### src/common/io_range_cfg.svh
// io_range_cfg.svh: offsets, field positions, reset values and decode constants
// assumes: included by the types package and the decoder; definitions only
`ifndef IO_RANGE_CFG_SVH
`define IO_RANGE_CFG_SVH

// register port word indices
`define REG_ADDR_W          3
`define REG_CTRL0_IDX       3'h0
`define REG_BASE0_IDX       3'h1
`define REG_CTRL1_IDX       3'h2
`define REG_BASE1_IDX       3'h3
`define REG_STATUS_IDX      3'h4

// control register fields
`define CTRL_MASK_LO        0
`define CTRL_MASK_HI        4
`define CTRL_MASK_TOP       4
`define CTRL_LATCH_BIT      5
`define CTRL_SLOT_BIT       6
`define CTRL_WIDE_BIT       7

// reset values: general decode with zero base, which keeps the range off
`define CTRL_RESET          8'h00
`define BASE_RESET          8'h00

// shared register access space on the board
`define SHARED_FIRST        12'h0C80
`define SHARED_LAST         12'h0CAF

`endif

### src/common/io_range_pkg.sv
// io_range_pkg: types shared by the range decoder
// assumes: io_range_cfg.svh sits on the include path
package io_range_pkg;
  `include "io_range_cfg.svh"

  localparam int NUM_RANGES = 2;

  // all state of the decoder
  typedef struct packed {
    logic [NUM_RANGES-1:0][7:0] ctrl;   // range_decode_control
    logic [NUM_RANGES-1:0][7:0] base;   // range_base_compare
    logic [NUM_RANGES-1:0]      hold;   // latched match per range
    logic                       cmd_d;  // command strobe one cycle ago
    logic [NUM_RANGES-1:0]      sel_n;
    logic                       wide_n;
    logic                       wide_oe;
    logic                       ldoe;
    logic [7:0]                 rdata;
  } decoder_state_type;
endpackage : io_range_pkg

### src/rtl/io_range_decoder.sv
// io_range_decoder: two programmable i/o address ranges on the system bus
// assumes: bus inputs synchronous to ref_clk_in, registers on a plain strobe port
//
// What this block does
// - two ranges, each control, base, select
// - address enable qualifies every range decode
// - control picks 8- or 32-bit response
// - width indicator is the only bus control
// - optional latch on command, select outlives strobe
// - local data enables only in shared space
// - mask bits drop base bits from compare
// - no mask bits means one doubleword
// - base 5:0 compare address 7:2
// - base 7:6 compare 11:10 or 9:8
// - general decode with zero top disables
// - slot decode needs address 9:8 zero
// - 32-bit match drives select and width low
`timescale 1ns/1ps
`include "io_range_cfg.svh"

module io_range_decoder #(
  parameter int ADDR_W = 12
) (
  input  wire logic                                ref_clk_in,
  input  wire logic                                reset_in,
  // register port
  input  wire logic [`REG_ADDR_W-1:0]              reg_addr_in,
  input  wire logic [7:0]                          reg_wdata_in,
  input  wire logic                                reg_write_in,
  input  wire logic                                reg_read_in,
  output logic      [7:0]                          reg_rdata_out,
  // system bus side
  input  wire logic [ADDR_W-1:0]                   latched_bus_address_in,
  input  wire logic                                aen_in,
  input  wire logic                                cmd_n_in,
  input  wire logic                                bus_write_in,
  output logic                                     wide_slave_indicator_n_out,
  output logic                                     wide_slave_indicator_oe_out,
  // board side
  output logic      [io_range_pkg::NUM_RANGES-1:0] range_select_n_out,
  output logic                                     local_data_out_enable_out
);
  import io_range_pkg::*;

  decoder_state_type st_r;
  decoder_state_type st_nxt;
  logic [NUM_RANGES-1:0] hit;
  logic [NUM_RANGES-1:0] active;

  // compare one range against the bus address
  function automatic logic range_hit(input logic [7:0] ctrl, input logic [7:0] base,
                                     input logic [ADDR_W-1:0] addr);
    logic [5:0] mask;
    logic       low_ok;
    logic       top_ok;
    mask   = {ctrl[`CTRL_MASK_TOP], ctrl[`CTRL_MASK_TOP], ctrl[3:0]};
    low_ok = ((addr[7:2] ^ base[5:0]) & ~mask) == 6'h00;
    if (ctrl[`CTRL_SLOT_BIT]) begin
      top_ok = (addr[11:10] == base[7:6]) && (addr[9:8] == 2'b00);
    end else begin
      top_ok = (addr[9:8] == base[7:6]) && (base[7:6] != 2'b00);
    end
    return low_ok && top_ok;
  endfunction : range_hit

  // address inside the shared register access space
  function automatic logic in_shared(input logic [ADDR_W-1:0] addr);
    return (addr >= `SHARED_FIRST) && (addr <= `SHARED_LAST);
  endfunction : in_shared

  // per-range raw match, qualified by the address enable
  for (genvar i = 0; i < NUM_RANGES; i++) begin : g_hit
    assign hit[i] = !aen_in && range_hit(st_r.ctrl[i], st_r.base[i], latched_bus_address_in);
  end

  // next state: register port, latching and output decode
  always_comb begin
    st_nxt       = st_r;
    st_nxt.cmd_d = cmd_n_in;
    st_nxt.rdata = 8'h00;
    // register writes
    if (reg_write_in) begin
      unique case (reg_addr_in)
        `REG_CTRL0_IDX: st_nxt.ctrl[0] = reg_wdata_in;
        `REG_BASE0_IDX: st_nxt.base[0] = reg_wdata_in;
        `REG_CTRL1_IDX: st_nxt.ctrl[1] = reg_wdata_in;
        `REG_BASE1_IDX: st_nxt.base[1] = reg_wdata_in;
        default:        st_nxt.rdata   = 8'h00;
      endcase
    end
    // register reads, data stand the following cycle only
    if (reg_read_in) begin
      unique case (reg_addr_in)
        `REG_CTRL0_IDX:  st_nxt.rdata = st_r.ctrl[0];
        `REG_BASE0_IDX:  st_nxt.rdata = st_r.base[0];
        `REG_CTRL1_IDX:  st_nxt.rdata = st_r.ctrl[1];
        `REG_BASE1_IDX:  st_nxt.rdata = st_r.base[1];
        `REG_STATUS_IDX: st_nxt.rdata = {2'b00, st_r.ldoe, ~st_r.wide_n, st_r.hold, ~st_r.sel_n};
        default:         st_nxt.rdata = 8'h00;
      endcase
    end
    // latch on command falling edge, keep one cycle past its rise
    for (int i = 0; i < NUM_RANGES; i++) begin
      if (st_r.cmd_d && !cmd_n_in) begin
        st_nxt.hold[i] = hit[i];
      end else if (!cmd_n_in || !st_r.cmd_d) begin
        st_nxt.hold[i] = st_r.hold[i];
      end else begin
        st_nxt.hold[i] = 1'b0;
      end
      active[i]       = st_r.ctrl[i][`CTRL_LATCH_BIT] ? st_nxt.hold[i] : hit[i];
      st_nxt.sel_n[i] = !active[i];
    end
    // width indication is the only bus control driven
    st_nxt.wide_oe = |active;
    st_nxt.wide_n  = 1'b1;
    for (int i = 0; i < NUM_RANGES; i++) begin
      if (active[i] && st_r.ctrl[i][`CTRL_WIDE_BIT]) begin
        st_nxt.wide_n = 1'b0;
      end
    end
    // local data drivers only for system reads of the shared space
    st_nxt.ldoe = (|active) && !bus_write_in && in_shared(latched_bus_address_in);
  end

  // state register
  always_ff @(posedge ref_clk_in) begin
    if (reset_in) begin
      st_r.ctrl    <= {NUM_RANGES{`CTRL_RESET}};
      st_r.base    <= {NUM_RANGES{`BASE_RESET}};
      st_r.hold    <= '0;
      st_r.cmd_d   <= 1'b1;
      st_r.sel_n   <= '1;
      st_r.wide_n  <= 1'b1;
      st_r.wide_oe <= 1'b0;
      st_r.ldoe    <= 1'b0;
      st_r.rdata   <= 8'h00;
    end else begin
      st_r <= st_nxt;
    end
  end

  // outputs straight from the state register
  assign reg_rdata_out               = st_r.rdata;
  assign range_select_n_out          = st_r.sel_n;
  assign wide_slave_indicator_n_out  = st_r.wide_n;
  assign wide_slave_indicator_oe_out = st_r.wide_oe;
  assign local_data_out_enable_out   = st_r.ldoe;
endmodule : io_range_decoder

### config.mk
export PLATFORM = sky130hd
export DESIGN_NAME = io_range_decoder
export DESIGN_NICKNAME = d
export VERILOG_FILES = /design/src/common/io_range_pkg.sv /design/src/rtl/io_range_decoder.sv
export VERILOG_INCLUDE_DIRS = /design/src /design/src/common
export SDC_FILE = /design/constraint.sdc
export NUM_CORES = 1
export LEC_CHECK = 0
export ABC_AREA = 1
export BUFFER_PORTS_ARGS = -buffer_cell sky130_fd_sc_hd__buf_2
export CAP_MARGIN = 30
export CORE_MARGIN = 8
export CORE_UTILIZATION = 42
export DETAILED_ROUTE_END_ITERATION = 10
export PLACE_DENSITY = 0.61
export SLEW_MARGIN = 20
export SYNTH_ARGS = -nofsm -noshare
export SYNTH_HDL_FRONTEND = slang
export SYNTH_SLANG_ARGS = --single-unit
### constraint.sdc
create_clock -name ref_clk_in -period 2.8 [get_ports ref_clk_in]
set_input_delay 0 -clock ref_clk_in [delete_from_list [all_inputs] [get_ports ref_clk_in]]
set_output_delay 0 -clock ref_clk_in [all_outputs]
set_load 0.02 [all_outputs]
==> results.ini <==
[worst_hold_path]
worstHoldStart = reg_wdata_in[2]
hold_class = input pin to register
min_to = st_r[42]$_SDFFE_PP0P_
hold_depth = 3

[synth]
synth_warnings = 0
syn_area_per_cell_um2 = 7.12
async_flop_share = 0
ys_types = 31
synth-seq-cells = 48
syn_nets = 355
syn_inst = 325
ys_seq_area_frac = 0.415
synth_edf_count = 0
syn-cell-area_mm2 = 0.00231
yosys-top-cells-area = dfxtp_1 (42%), nand2_1 (9.7%), a21oi_1 (8.2%), inv_1 (6.5%), o21ai_0 (5.4%)
post-synth-top-area-cell = dfxtp_1
synth_top_area_frac = 0.415
ys_dominant_reg_cell = dfxtp_1

[global_route]
grt_pass1_vias = 2007
grt_usage = 0.150
overflow = 0
grt_max_degree = 32
grt_pass1_wl_um = 9940
antenna_found_initial = 0

[sta]
worst_slack_ns = 1.39
slew_viol_final = 0
slew_headroom = 0.524
period_minus_slack_ns = 1.41
rsz0062_at_grt = no
fin_skew_ns = 0.00997
hold_ws_ns = 0.00664
fin_setup_tns_ns = 0
worst_slew_pin_slew_ns = 0.711
hold_violations = 0
final.period_utilization = 0.503
setup_viol = 0
max_freq_mhz = 711

[cts]
clkTransAtPathRegs_ns = 0.10
clk_latency_ns = 0.31
cts_setup_buffers = 0
cts_root_buf = clkbuf_8
cts_resized = 0
cts_max_path_buffers = 2
cts_htree_levels = 2
cts_sinks = 48
cts_made_buffers = 5
cts_tree = done
ctsHoldBuffers = 3

[place]
gp_congestion = 0.847
hpwl_um = 4550
postPlaceCellArea_mm2 = 0.00249
post-place-cells = 420
dp_slack_ns = 1.38
portBuffers = 40

[critical_path]
r2r-end = wide_slave_indicator_n_out$_SDFF_PP1_
r2r_slack_ns = 1.39
reg2reg_depth = 11
arrival_ns = 1.63
critical_path.startpoint_type = register
end_kind = register
crit_required_ns = 3.02
worst-setup-path-type = register to register
worstPathMaxFanout = 4
timing.rr.start = st_r[23]$_SDFFE_PP0P_

[floorplanning]
core-area_mm2 = 0.00541
ios = 43
die_w_um = 90.2
die_h_um = 90.2
rows = 27
die-area_mm2 = 0.00814
initial_core_util = 0.428

[detailed_routing]
drtIter0Drc = 111
wl_met3_um = 353
drt-vias-per-instance = 4.97
drc = 0
highest_layer = met4
wl_met2_um = 2570
drt-wirelength-per-cell_um = 14.0
wl_um = 6020
m1WireLength_um = 2990
vias = 2140
drtPass1Iterations = 4
drt.antenna.violating_nets = 0

[final_layout]
stdcell_area_mm2 = 0.00262
multi_input_area_mm2 = 0.00105
finish.utilization = 0.484
layoutNonFillerInstCount = 431
drive_above_1_share = 0.206
layout.nets = 388
fill_cells = 583
n_antenna_cell = 0
area_growth_pct = 13.0
ff_latch_area_um2 = 961

[pwr]
p_leak_nw = 1.09
finalPower_mw = 1.29
max-vdd-ir-drop_v = 0.000200
pwr_density_cell_mw_per_mm2 = 494

[job]
drv_cap = 0

[status]
status = completed

-- metal layers --
layer,vias to the layer above,GRT usage
li1,1126,-
met1,952,0.204
met2,55,0.223
met3,7,0.0333
met4,0,0.0624
met5,-,0
-- how the worst max path moves through the flow --
stage | start | end | slack [ns]
5_1_grt | st_r[23]$_SDFFE_PP0P_ | wide_slave_indicator_n_out$_SDFF_PP1_ | 1.25
3_3_place_gp | st_r[23]$_SDFFE_PP0P_ | wide_slave_indicator_n_out$_SDFF_PP1_ | 1.42
4_1_cts | st_r[23]$_SDFFE_PP0P_ | wide_slave_indicator_n_out$_SDFF_PP1_ | 1.39
3_5_place_dp | reg_addr_in[1] | st_r[43]$_SDFFE_PP0P_ | 1.38
6_report | st_r[23]$_SDFFE_PP0P_ | wide_slave_indicator_n_out$_SDFF_PP1_ | 1.39
2_1_floorplan | st_r[23]$_SDFFE_PP0P_ | wide_slave_indicator_n_out$_SDFF_PP1_ | 1.60
-- flip-flops by register name, summed over array words and instances (netlist names) --
| signal | count |
|---|---|
| reg_rdata_out | 8 |
| wide_slave_indicator_n_out | 1 |
| range_select_n_out | 2 |
| st_r | 35 |
| wide_slave_indicator_oe_out | 1 |
| local_data_out_enable_out | 1 |
-- power breakdown --
part | switching, mW | internal (mW)
logic | 0.102 | 0.0557
clock network | 0.247 | 0.177
registers | 0.00990 | 0.701
-- worst max-delay path: stages, from the launching register on --
cell and delay, ns:
dfxtp_1 0.42, inv_2 0.08, nand2_1 0.06, nand3_1 0.07, nor2_1 0.10, nor2_1 0.06, nor2_2 0.11, nand2_1 0.08
a21oi_2 0.16, nand3_1 0.08, nand2_1 0.07, inv_1 0.03
-- synth_stat cells (2+ instances only) --
cell type and n:
nand2_1 60, buf_4 11, nor2_2 6, a211oi_1 3, o21ai_0 25, nand2_2 3
buf_2 2, a311oi_1 2, nand3_1 22, a221oi_1 2, inv_2 7, inv_1 40
a21oi_2 3, clkbuf_1 4, nor2_1 18, o22ai_1 13, o21ai_1 6, a21oi_1 38
dfxtp_1 48
-- layout by cell type, fill, tap and decap left out --
| master | synthesis | routed |
|---|---|---|
| a211oi_1 | 3 | 3 |
| a21oi_1 | 38 | 38 |
| a21oi_2 | 3 | 3 |
| a221oi_1 | 2 | 2 |
| a311oi_1 | 2 | 2 |
| a31oi_1 | 1 | 1 |
| buf_2 | 2 | 40 |
| buf_4 | 11 | 1 |
| clkbuf_8 | 0 | 5 |
| clkinv_2 | 1 | 1 |
| clkinv_4 | 0 | 1 |
| clkinvlp_4 | 0 | 2 |
| dfxtp_1 | 48 | 48 |
| dlygate4sd3_1 | 0 | 3 |
| inv_1 | 40 | 40 |
| inv_2 | 7 | 7 |
| nand2_1 | 60 | 60 |
| nand2_2 | 3 | 3 |
| nand2_4 | 1 | 1 |
| nand3_1 | 22 | 22 |
| nand4_1 | 1 | 1 |
| nor2_1 | 18 | 18 |
| nor2_2 | 6 | 6 |
| nor2_4 | 1 | 1 |
| nor3_1 | 1 | 1 |
| nor3_2 | 1 | 1 |
| o21ai_0 | 25 | 25 |
| o21ai_1 | 6 | 6 |
| o22ai_1 | 13 | 13 |
| or2_2 | 1 | 1 |
| or2_4 | 1 | 1 |
| xnor2_1 | 1 | 1 |
| xor2_1 | 1 | 1 |
-- cell families after synthesis --
group | after synthesis | share of synthesized area
simple gates | 116 | 0.224
compound gates | 93 | 0.223
flops | 48 | 0.415
xor+xnor | 2 | 0.00757
buf+inv | 66 | 0.130
-- cell type report --
type	instances	share of cell area
clock buffers	5	0.0263
clock inverters	3	0.00909
repair buffers	44	0.0909
inverters	48	0.0694
multi-input cells	211	0.402
well taps	72	0.0344
flip-flops and latches	48	0.367
Power figures use the tool's default switching activity.
